$ cat src/rtl/vic_pkg.sv
// shared constants, types and vector table of the vectored interrupt controller
package vic_pkg;

  // ----------------------------------------------------------------
  // sizes
  // ----------------------------------------------------------------
  localparam int NUM_SRC = 19;
  localparam int IDX_W = 5;
  localparam int ADDR_W = 8;
  localparam int DATA_W = 32;
  localparam int VEC_W = 16;

  // ----------------------------------------------------------------
  // register map (word aligned byte offsets)
  // ----------------------------------------------------------------
  localparam logic [ADDR_W-1:0] REG_REQUEST_FLAGS = 8'h00;
  localparam logic [ADDR_W-1:0] REG_MASK_FLAGS = 8'h04;
  localparam logic [ADDR_W-1:0] REG_PRIORITY_FLAGS = 8'h08;
  localparam logic [ADDR_W-1:0] REG_CONTROL = 8'h0C;
  localparam logic [ADDR_W-1:0] REG_STATUS = 8'h10;

  // control and status field positions
  localparam int CTRL_GLOBAL_EN_BIT = 0;
  localparam int STAT_GLOBAL_EN_BIT = 0;
  localparam int STAT_HIGH_SVC_BIT = 1;
  localparam int STAT_OFFER_BIT = 2;
  localparam int STAT_BREAK_PEND_BIT = 3;
  localparam int STAT_DEPTH_LSB = 8;
  localparam int STAT_DEPTH_W = 8;
  localparam int STAT_VECTOR_LSB = 16;

  // ----------------------------------------------------------------
  // reset values: every source masked and in the low group
  // ----------------------------------------------------------------
  localparam logic [NUM_SRC-1:0] REQUEST_RESET = 19'h00000;
  localparam logic [NUM_SRC-1:0] MASK_RESET = 19'h7FFFF;
  localparam logic [NUM_SRC-1:0] PRIORITY_RESET = 19'h7FFFF;
  localparam logic GLOBAL_EN_RESET = 1'h0;

  // priority flag value that places a source in the high group
  localparam logic GROUP_HIGH = 1'h0;

  // ----------------------------------------------------------------
  // vector addresses, index equals default rank
  // ----------------------------------------------------------------
  localparam logic [VEC_W-1:0] VECTOR_TABLE [NUM_SRC] = '{
    16'h0004, 16'h0006, 16'h0008, 16'h000A, 16'h000C, 16'h0010,
    16'h0016, 16'h0018, 16'h001A, 16'h001C, 16'h0028, 16'h002A,
    16'h002C, 16'h002E, 16'h0030, 16'h0032, 16'h0034, 16'h003A,
    16'h003C
  };
  localparam logic [VEC_W-1:0] BREAK_VECTOR = 16'h003E;

  // ----------------------------------------------------------------
  // request inputs; first field is the msb, so rank 0 lands on bit 0
  // ----------------------------------------------------------------
  typedef struct packed {
    logic adc_done_irq;
    logic muldiv_done_irq;
    logic narrow_timer_b_irq;
    logic narrow_timer_a_irq;
    logic serial_tx_done_irq;
    logic serial_rx_done_irq;
    logic serial_rx_error_irq;
    logic wide_timer_b_irq;
    logic wide_timer_a_irq;
    logic updown_timer_match_c_irq;
    logic updown_timer_match_b_irq;
    logic updown_timer_match_a_irq;
    logic updown_timer_underflow_irq;
    logic ext_pin_irq_5;
    logic ext_pin_irq_3;
    logic ext_pin_irq_2;
    logic ext_pin_irq_1;
    logic ext_pin_irq_0;
    logic low_voltage_irq;
  } irq_sources_t;

  // what is being offered to the cpu
  typedef enum logic [1:0] {
    OFFER_IDLE = 2'b00,
    OFFER_MASKABLE = 2'b01,
    OFFER_BREAK = 2'b10
  } offer_t;

  // vector lookup; unlisted slots are never produced
  function automatic logic [VEC_W-1:0] vector_of(input logic [IDX_W-1:0] idx);
    logic [VEC_W-1:0] v;
    v = BREAK_VECTOR;
    if (idx < IDX_W'(NUM_SRC)) begin
      v = VECTOR_TABLE[idx];
    end
    return v;
  endfunction

endpackage

$ cat src/rtl/rank_resolver.sv
// fixed-rank resolver: the lowest set index wins
`timescale 1ns/1ps
`default_nettype none
module rank_resolver #(
  parameter int N = 19,
  parameter int IDX_W = 5
) (
  input wire logic [N-1:0] i_candidates,
  output logic o_found,
  output logic [IDX_W-1:0] o_index
);

  // ----------------------------------------------------------------
  // scan from the top so the last hit is the lowest index
  // ----------------------------------------------------------------
  always_comb begin
    o_found = 1'b0;
    o_index = '0;
    for (int k = N - 1; k >= 0; k--) begin
      if (i_candidates[k]) begin
        o_found = 1'b1;
        o_index = IDX_W'(k);
      end
    end
  end

endmodule
`default_nettype wire

$ cat src/rtl/vectored_interrupt_controller.sv
// vectored interrupt controller: request flags, masking, two groups, nesting, vectors
`timescale 1ns/1ps
`default_nettype none

// Overview of operation
// - a set mask flag keeps its source from ever being offered to the cpu.
// - each source's priority flag puts it in the high or the low group.
// - during a low-group service, a high-group request nests ahead of it.
// - simultaneous same-group requests are taken one at a time by rank 0 to 18.
// - any unmasked pending request raises standby release for stop and halt.
// - nineteen maskable inputs: five pin edge sources and fourteen internal ones.
// - a breakpoint instruction raises its own vectored software interrupt.
// - breakpoint is taken with global enable off and ignores groups and nesting.
// - low voltage detection has rank 0 and vector 0004H.
// - the five pin edge sources have ranks 1 to 5, vectors 0006H to 0010H.
// - up/down timer underflow and three matches: ranks 6 to 9, 0016H to 001CH.
// - the two wide timer sources have ranks 10 and 11, first at 0028H.
// - serial error, receive and transmit: ranks 12 to 14, 002CH to 0030H.
// - the two narrow timer matches have ranks 15 and 16, 0032H and 0034H.
// - multiply/divide completion has rank 17 and vector 003AH.
// - conversion completion has the lowest rank, 18, and vector 003CH.
// - within a group, rank 0 beats every other rank and rank 18 loses to all.
// - a request flag sets on its source and clears when the cpu acknowledges.
// - the breakpoint interrupt vectors to 003EH.
module vectored_interrupt_controller
  import vic_pkg::*;
#(
  parameter int NEST_DEPTH = 8
) (
  input wire logic i_sys_clk,
  input wire logic i_rst_b,
  input wire irq_sources_t i_irq,
  input wire logic i_brk,
  input wire logic i_int_ack,
  input wire logic i_reti,
  input wire logic [ADDR_W-1:0] i_addr,
  input wire logic [DATA_W-1:0] i_wr_data,
  input wire logic i_wr_en,
  input wire logic i_rd_en,
  output logic [DATA_W-1:0] o_rd_data,
  output logic o_int_req,
  output logic [VEC_W-1:0] o_int_vector,
  output logic o_int_is_break,
  output logic o_standby_release
);

  localparam int DEPTH_W = $clog2(NEST_DEPTH + 1);

  // ----------------------------------------------------------------
  // state
  // ----------------------------------------------------------------
  logic [NUM_SRC-1:0] req_flags;
  logic [NUM_SRC-1:0] mask_flags;
  logic [NUM_SRC-1:0] prio_low;
  logic global_en;
  logic brk_pending;
  logic [NEST_DEPTH-1:0] svc_stack;
  logic [DEPTH_W-1:0] svc_depth;
  offer_t offer;
  logic [IDX_W-1:0] offer_src;

  logic [NUM_SRC-1:0] src_pulses;
  logic [NUM_SRC-1:0] eligible;
  logic [NUM_SRC-1:0] elig_high;
  logic [NUM_SRC-1:0] elig_low;
  logic high_in_service;
  logic high_found;
  logic low_found;
  logic [IDX_W-1:0] high_idx;
  logic [IDX_W-1:0] low_idx;
  logic ack_maskable;
  logic ack_break;
  logic wr_request;
  logic wr_mask;
  logic wr_priority;
  logic wr_control;
  offer_t next_offer;
  logic [IDX_W-1:0] next_offer_src;
  logic [NUM_SRC-1:0] next_req_flags;
  logic [DATA_W-1:0] next_rd_data;

  // ----------------------------------------------------------------
  // source mapping and register decode
  // ----------------------------------------------------------------
  // struct packing places rank 0 on bit 0, rank 18 on bit 18
  assign src_pulses = i_irq;
  assign wr_request = i_wr_en && (i_addr == REG_REQUEST_FLAGS);
  assign wr_mask = i_wr_en && (i_addr == REG_MASK_FLAGS);
  assign wr_priority = i_wr_en && (i_addr == REG_PRIORITY_FLAGS);
  assign wr_control = i_wr_en && (i_addr == REG_CONTROL);

  // acknowledges refer to what was on the output in this cycle
  assign ack_maskable = i_int_ack && (offer == OFFER_MASKABLE);
  assign ack_break = i_int_ack && (offer == OFFER_BREAK);

  // ----------------------------------------------------------------
  // eligibility and group blocking
  // ----------------------------------------------------------------
  // top of the service stack is the group of the innermost service
  assign high_in_service = (svc_depth != '0) && (svc_stack[0] == GROUP_HIGH);

  // masked or globally disabled requests never compete
  assign eligible = req_flags & ~mask_flags & {NUM_SRC{global_en}};
  assign elig_high = eligible & ~prio_low;
  // a high service in progress holds the whole low group back
  assign elig_low = eligible & prio_low & {NUM_SRC{~high_in_service}};

  rank_resolver #(
    .N(NUM_SRC),
    .IDX_W(IDX_W)
  ) u_high_resolver (
    .i_candidates(elig_high),
    .o_found(high_found),
    .o_index(high_idx)
  );

  rank_resolver #(
    .N(NUM_SRC),
    .IDX_W(IDX_W)
  ) u_low_resolver (
    .i_candidates(elig_low),
    .o_found(low_found),
    .o_index(low_idx)
  );

  // ----------------------------------------------------------------
  // offer selection
  // ----------------------------------------------------------------
  // after an acknowledge the offer drops for one cycle, so the cpu
  // never sees the stale winner a second time
  always_comb begin
    next_offer = OFFER_IDLE;
    next_offer_src = offer_src;
    case (offer)
      OFFER_IDLE, OFFER_MASKABLE, OFFER_BREAK: begin
        if (i_int_ack) begin
          next_offer = OFFER_IDLE;
        end else if (brk_pending) begin
          next_offer = OFFER_BREAK;
        end else if (high_found) begin
          next_offer = OFFER_MASKABLE;
          next_offer_src = high_idx;
        end else if (low_found) begin
          next_offer = OFFER_MASKABLE;
          next_offer_src = low_idx;
        end
      end
      default: begin
        next_offer = OFFER_IDLE;
      end
    endcase
  end

  always_ff @(posedge i_sys_clk or negedge i_rst_b) begin
    if (!i_rst_b) begin
      offer <= OFFER_IDLE;
      offer_src <= '0;
    end else begin
      offer <= next_offer;
      offer_src <= next_offer_src;
    end
  end

  // ----------------------------------------------------------------
  // cpu side outputs
  // ----------------------------------------------------------------
  // vector follows the winner each cycle and is kept once the request drops, so the ack cycle sees it
  always_ff @(posedge i_sys_clk or negedge i_rst_b) begin
    if (!i_rst_b) begin
      o_int_req <= 1'b0;
      o_int_vector <= '0;
      o_int_is_break <= 1'b0;
    end else begin
      o_int_req <= (next_offer != OFFER_IDLE);
      o_int_is_break <= (next_offer == OFFER_BREAK);
      if (next_offer == OFFER_BREAK) begin
        o_int_vector <= BREAK_VECTOR;
      end else if (next_offer == OFFER_MASKABLE) begin
        o_int_vector <= vector_of(next_offer_src);
      end
    end
  end

  // wake-up ignores global enable and groups: a halted core must resume
  always_ff @(posedge i_sys_clk or negedge i_rst_b) begin
    if (!i_rst_b) begin
      o_standby_release <= 1'b0;
    end else begin
      o_standby_release <= |(req_flags & ~mask_flags);
    end
  end

  // ----------------------------------------------------------------
  // request flags
  // ----------------------------------------------------------------
  // software write, then acknowledge clear, then source set: set wins
  always_comb begin
    next_req_flags = req_flags;
    if (wr_request) begin
      next_req_flags = i_wr_data[NUM_SRC-1:0];
    end
    if (ack_maskable) begin
      next_req_flags[offer_src] = 1'b0;
    end
    next_req_flags = next_req_flags | src_pulses;
  end

  always_ff @(posedge i_sys_clk or negedge i_rst_b) begin
    if (!i_rst_b) begin
      req_flags <= REQUEST_RESET;
    end else begin
      req_flags <= next_req_flags;
    end
  end

  // ----------------------------------------------------------------
  // mask and priority flags
  // ----------------------------------------------------------------
  always_ff @(posedge i_sys_clk or negedge i_rst_b) begin
    if (!i_rst_b) begin
      mask_flags <= MASK_RESET;
      prio_low <= PRIORITY_RESET;
    end else begin
      if (wr_mask) begin
        mask_flags <= i_wr_data[NUM_SRC-1:0];
      end
      if (wr_priority) begin
        prio_low <= i_wr_data[NUM_SRC-1:0];
      end
    end
  end

  // ----------------------------------------------------------------
  // global enable
  // ----------------------------------------------------------------
  // any acknowledge disables further interrupts until software
  // re-enables; hardware clear wins over a write in the same cycle
  always_ff @(posedge i_sys_clk or negedge i_rst_b) begin
    if (!i_rst_b) begin
      global_en <= GLOBAL_EN_RESET;
    end else if (i_int_ack && (offer != OFFER_IDLE)) begin
      global_en <= 1'b0;
    end else if (wr_control) begin
      global_en <= i_wr_data[CTRL_GLOBAL_EN_BIT];
    end
  end

  // ----------------------------------------------------------------
  // breakpoint request
  // ----------------------------------------------------------------
  // the instruction pulse is kept until taken; a new pulse wins over
  // the acknowledge clear
  always_ff @(posedge i_sys_clk or negedge i_rst_b) begin
    if (!i_rst_b) begin
      brk_pending <= 1'b0;
    end else if (i_brk) begin
      brk_pending <= 1'b1;
    end else if (ack_break) begin
      brk_pending <= 1'b0;
    end
  end

  // ----------------------------------------------------------------
  // service nesting stack
  // ----------------------------------------------------------------
  // one bit per nested maskable service, top at bit 0; breakpoint
  // services never enter it. limitation: nesting past NEST_DEPTH
  // loses the oldest entry
  always_ff @(posedge i_sys_clk or negedge i_rst_b) begin
    if (!i_rst_b) begin
      svc_stack <= '0;
      svc_depth <= '0;
    end else if (ack_maskable) begin
      svc_stack <= {svc_stack[NEST_DEPTH-2:0], prio_low[offer_src]};
      if (svc_depth != DEPTH_W'(NEST_DEPTH)) begin
        svc_depth <= svc_depth + DEPTH_W'(1);
      end
    end else if (i_reti && (svc_depth != '0)) begin
      svc_stack <= {1'b0, svc_stack[NEST_DEPTH-1:1]};
      svc_depth <= svc_depth - DEPTH_W'(1);
    end
  end

  // ----------------------------------------------------------------
  // register read port
  // ----------------------------------------------------------------
  // unmapped addresses read as zero
  always_comb begin
    next_rd_data = '0;
    case (i_addr)
      REG_REQUEST_FLAGS: begin
        next_rd_data[NUM_SRC-1:0] = req_flags;
      end
      REG_MASK_FLAGS: begin
        next_rd_data[NUM_SRC-1:0] = mask_flags;
      end
      REG_PRIORITY_FLAGS: begin
        next_rd_data[NUM_SRC-1:0] = prio_low;
      end
      REG_CONTROL: begin
        next_rd_data[CTRL_GLOBAL_EN_BIT] = global_en;
      end
      REG_STATUS: begin
        next_rd_data[STAT_GLOBAL_EN_BIT] = global_en;
        next_rd_data[STAT_HIGH_SVC_BIT] = high_in_service;
        next_rd_data[STAT_OFFER_BIT] = o_int_req;
        next_rd_data[STAT_BREAK_PEND_BIT] = brk_pending;
        next_rd_data[STAT_DEPTH_LSB +: STAT_DEPTH_W] = STAT_DEPTH_W'(svc_depth);
        next_rd_data[STAT_VECTOR_LSB +: VEC_W] = o_int_vector;
      end
      default: begin
        next_rd_data = '0;
      end
    endcase
  end

  // read data stand only in the cycle after the strobe
  always_ff @(posedge i_sys_clk or negedge i_rst_b) begin
    if (!i_rst_b) begin
      o_rd_data <= '0;
    end else if (i_rd_en) begin
      o_rd_data <= next_rd_data;
    end else begin
      o_rd_data <= '0;
    end
  end

endmodule
`default_nettype wire

$ cat config.mk
export PLATFORM = sky130hd
export DESIGN_NAME = vectored_interrupt_controller
export DESIGN_NICKNAME = d
export VERILOG_FILES = /design/src/rtl/vic_pkg.sv /design/src/rtl/rank_resolver.sv /design/src/rtl/vectored_interrupt_controller.sv
export SDC_FILE = /design/constraint.sdc
export NUM_CORES = 1
export LEC_CHECK = 0
export CAP_MARGIN = 10
export CORE_ASPECT_RATIO = 1.2
export CORE_MARGIN = 5
export CORE_UTILIZATION = 50
export DETAILED_ROUTE_END_ITERATION = 16
export DONT_BUFFER_PORTS = 1
export HOLD_SLACK_MARGIN = 0.08
export PLACE_DENSITY_LB_ADDON = 0.25
export SETUP_SLACK_MARGIN = 0.2
export SYNTH_ARGS = -nofsm -noshare
export SYNTH_HDL_FRONTEND = slang
export SYNTH_SLANG_ARGS = --single-unit
$ cat constraint.sdc
create_clock -name i_sys_clk -period 3.63 [get_ports i_sys_clk]
set_clock_uncertainty 0.2 [all_clocks]
set_input_delay 0.1815 -clock i_sys_clk [delete_from_list [all_inputs] [get_ports i_sys_clk]]
set_output_delay 0.1815 -clock i_sys_clk [all_outputs]
set_load 0.01 [all_outputs]
==> impl_metrics.yaml <==
power_and_ir_drop:
  peakVddDrop_mv: 0.266
  pwr-share-clk_pct: 34.5
  internal-power_w: 0.00207
  power_switching_w: 0.000827
  p_sw_share_pct: 28.6
  p_leak_nw: 3.48
  p_per_area_nw_per_um2: 365
  combPwrFrac_pct: 16.8
  p_seq_share_pct: 48.6
synth:
  synth.top_cell.area_share_pct: 26.5
  ys_ff_latch: 108
  synth_compound_area_share_pct: 15.9
  synth_largest_area_cell: "dfrtp_1"
  netlist_instances: 622
  syn_area_um2: 6600
  seq_area_frac_synth_pct: 41.6
  yosys.area_share.simple_pct: 20.5
  synth_xor_area_share_pct: 0.531
  synth_edf_count: 0
  synth_area_leaders: "dfrtp_1 (27%), dfstp_2 (15%), mux2_2 (6.8%)"
  synth_cell_type_count: 76
  postSynthAreaPerCell_um2: 10.6
  synth_flop_cell: "dfrtp_1"
  synth_fa_ha_area_share_pct: 1.63
  async_flop_share_pct: 100
  ys_warn_count: 0
  synth.area.mux_share_pct: 14.1
  synth_top_family_by_area: "simple AND/OR/NAND/NOR gates"
clock_network:
  cts_buffer_depth: 2
  cts_root_buf: "clkbuf_16"
  htreeDepth: 3
  cts_sinks: 108
  cts_tree: "built"
  clk_pin_slew_worst_paths_ns: 0.07
  clk_latency_ns: 0.36
  cts_buffers: 9
setup_path:
  timing.rr.end: "o_int_vector[1]"
  worstReg2RegStart: "mask_flags[6]"
  cp_max_fo: 5
  worstRegToRegCells: 12
  cp.arrival_ns: 3.32
  cp_data_required_time_ns: 3.65
  max_stage_delay_ns: 0.57
  endpoint_kind: "flip-flop"
  cp-start-kind: "flip-flop"
  worstSetupPathType: "reg2reg"
  r2r_slack_ns: 0.33
  slowest_stage: "dfstp_2"
  crit_chain: "nand3b_1 > nand4_4 > o41a_4 > o22ai_2 > nor3_4 > a221oi_4 > inv_1 > ha_1 > nand2_1 > o21ai_0 > nor3b_1 > a31oi_1"
hold_path:
  min_path_cells: 4
  hold_end: "o_rd_data[17]"
  hold_path_startpoint: "i_addr[2]"
  min_path_type: "in2reg"
routing:
  dr.pass1.iters: 5
  drt_first_iter_violations: 309
  drc: 0
  routed_wl_mm: 19.8
  ant_nets: 0
  viasPerCell: 5.93
  routed-via-count: 5232
  avgRoutedWirePerCell_um: 22.4
status:
  status: "finished, final reports clean"
place:
  dp.final_hpwl_mm: 13.6
  numPortBuffers: 0
  routabilityCongestion: 0.927
sta:
  period_share_pct: 90.9
  final_hold_viol_count: 0
  worst_pin_slew_ns: 1.17
  slew-limit-headroom_pct: 21.5
  timing.fmax_mhz: 303
  rsz0062_at_grt: "true"
  setup_viol: 0
  fin_crit_ns: 3.30
  setup_tns_ns: 0
  slew_viol_final: 0
  holdWs_ns: 0.115
global_route:
  grt_overflow_total: 0
  antenna_found_initial: 0
  grt_pass1_vias: 5440
  grt_max_degree: 109
  grt_use_total_pct: 25.8
  grt_pass1_wl_mm: 30.4
final_layout:
  nFillCells: 1082
  area_delta_synth_final_pct: 20.2
  final_nets: 784
  diodes: 0
  layout-drive-gt1-share_pct: 23.1
die:
  core-area_um2: 13100
  num_rows: 46
  die_w_um: 115
  ioPinCount: 117
  initial_core_util_pct: 50.5
  die_h_um: 136
  die-area_um2: 15600
job:
  drv_cap: 0
[critical path: cells and delay by family (launching register included)]
kind	cells	cell delay, ns
AOI/OAI and AO/OA	5	1.34
DFF	1	0.57
buffers and inverters	1	0.09
and+or+nand+nor	5	0.78
adders and majority gates	1	0.19
[state kept, by name, summed over array words and instances (netlist names), 4 cells and up]
signal	count
offer_src	5
o_int_vector	5
mask_flags	19
svc_stack	8
svc_depth	4
o_rd_data	22
prio_low	19
req_flags	19
[Yosys cell counts, types with 3 or more instances]
master     n
and4b_1    4
o21ai_0   15
a22oi_1   20
buf_1      3
o211ai_1   4
nor2_1    53
nor4_4     4
o21bai_1  21
and4bb_2   6
a31oi_1    8
mux2_2    40
o21a_1     3
nor4_1     5
and2_1     4
mux4_2     5
a21o_1     6
a211oi_1   6
nor2b_1   12
a211o_1    3
ha_1       7
mux2i_1   37
clkbuf_1  16
and3_1     5
or3_1      4
and4bb_1   5
nand2b_1   3
o22ai_1    6
dfstp_2   38
and4bb_4   7
xnor2_1    3
nor3b_1    3
buf_4     23
nand4_1    5
dfrtp_1   70
a21oi_1   33
nand3_1    8
inv_1     26
nand3b_1  18
nor3_1    10
nand2_1   28
[cell families after synthesis]
kind of cell | after synthesis
and+or+nand+nor | 202
muxes | 82
other | 1
adders and majority gates | 8
buffers and inverters | 73
DFF | 108
AOI/OAI and AO/OA | 144
xor gates and xnor gates | 4
[power groups by stage]
stage	combinational [W]	sequential, W	clock [W]
finish	0.000487	0.00141	0.00100
global route	0.000536	0.00142	0.00106
CTS	0.000475	0.00141	0.00101
detailed placement	0.000388	0.00143	0
global placement	0.000380	0.00143	0
floorplan	0.000349	0.00138	0
[how the worst max path moves through the flow]
stage                   startpoint         endpoint  cells after the start
floorplan            mask_flags[7]  o_int_vector[3]                     11
global placement         global_en  o_int_vector[3]                     12
detailed placement       global_en  o_int_vector[3]                     12
CTS                 mask_flags[10]  o_int_vector[1]                     11
global route         mask_flags[0]  o_int_vector[1]                     12
finish               mask_flags[6]  o_int_vector[1]                     12
[cell type report]
cell class              instances  area (um2)  share of cell area [%]
clock buffers                  10         229                    2.88
repair buffers                102         986                    12.4
inverters                      28         105                    1.32
flip-flops and latches        108        2750                    34.6
clock inverters                 6        73.8                   0.930
multi-input cells             461        3580                    45.2
well taps                     168         210                    2.65
[per-stage QoR]
step | power, W | setup WS (ns) | std cells | utilization [%] | instance area, um2
3_5_place_dp | 0.00182 | 0.184 | 780 | 51.7 | 6750
5_1_grt | 0.00302 | 0.136 | 883 | 60.8 | 7940
4_1_cts | 0.00290 | 0.258 | 875 | 60.1 | 7860
2_1_floorplan | 0.00173 | 0.474 | 642 | - | 6680
3_3_place_gp | 0.00181 | 0.213 | 780 | 51.7 | 6750
6_report | 0.00290 | 0.331 | 883 | 60.8 | 7940
[metal layers]
metal  global-route usage [%]  vias up  wire (um)
met1                     32.4     2580       7940
li1                         -     2440          -
met5                        0        -          0
met2                     43.1      178      10100
met4                     8.35        0        436
met3                     6.72       34       1340
[layout by cell type, fill, tap and decap left out, drive strengths merged, types with 19 or more instances in the layout]
cell	count
inv	29
a22oi	20
dfstp	38
dlygate4sd3	75
mux2i	37
buf	27
conb	21
nand3b	19
nor2	53
mux2	40
dfrtp	70
o21bai	21
nand2	28
a21oi	33
[what timing repair did]
action                                  in CTS  in global routing
hold endpoints to repair                   187                  0
pin swaps                                    2                  3
resized for setup                            0                  6
hold buffers                                76                  0
endpoints found under the setup margin       1                  3
setup buffers                                3                  8
Note: power is estimated with default switching activity, not from simulation.
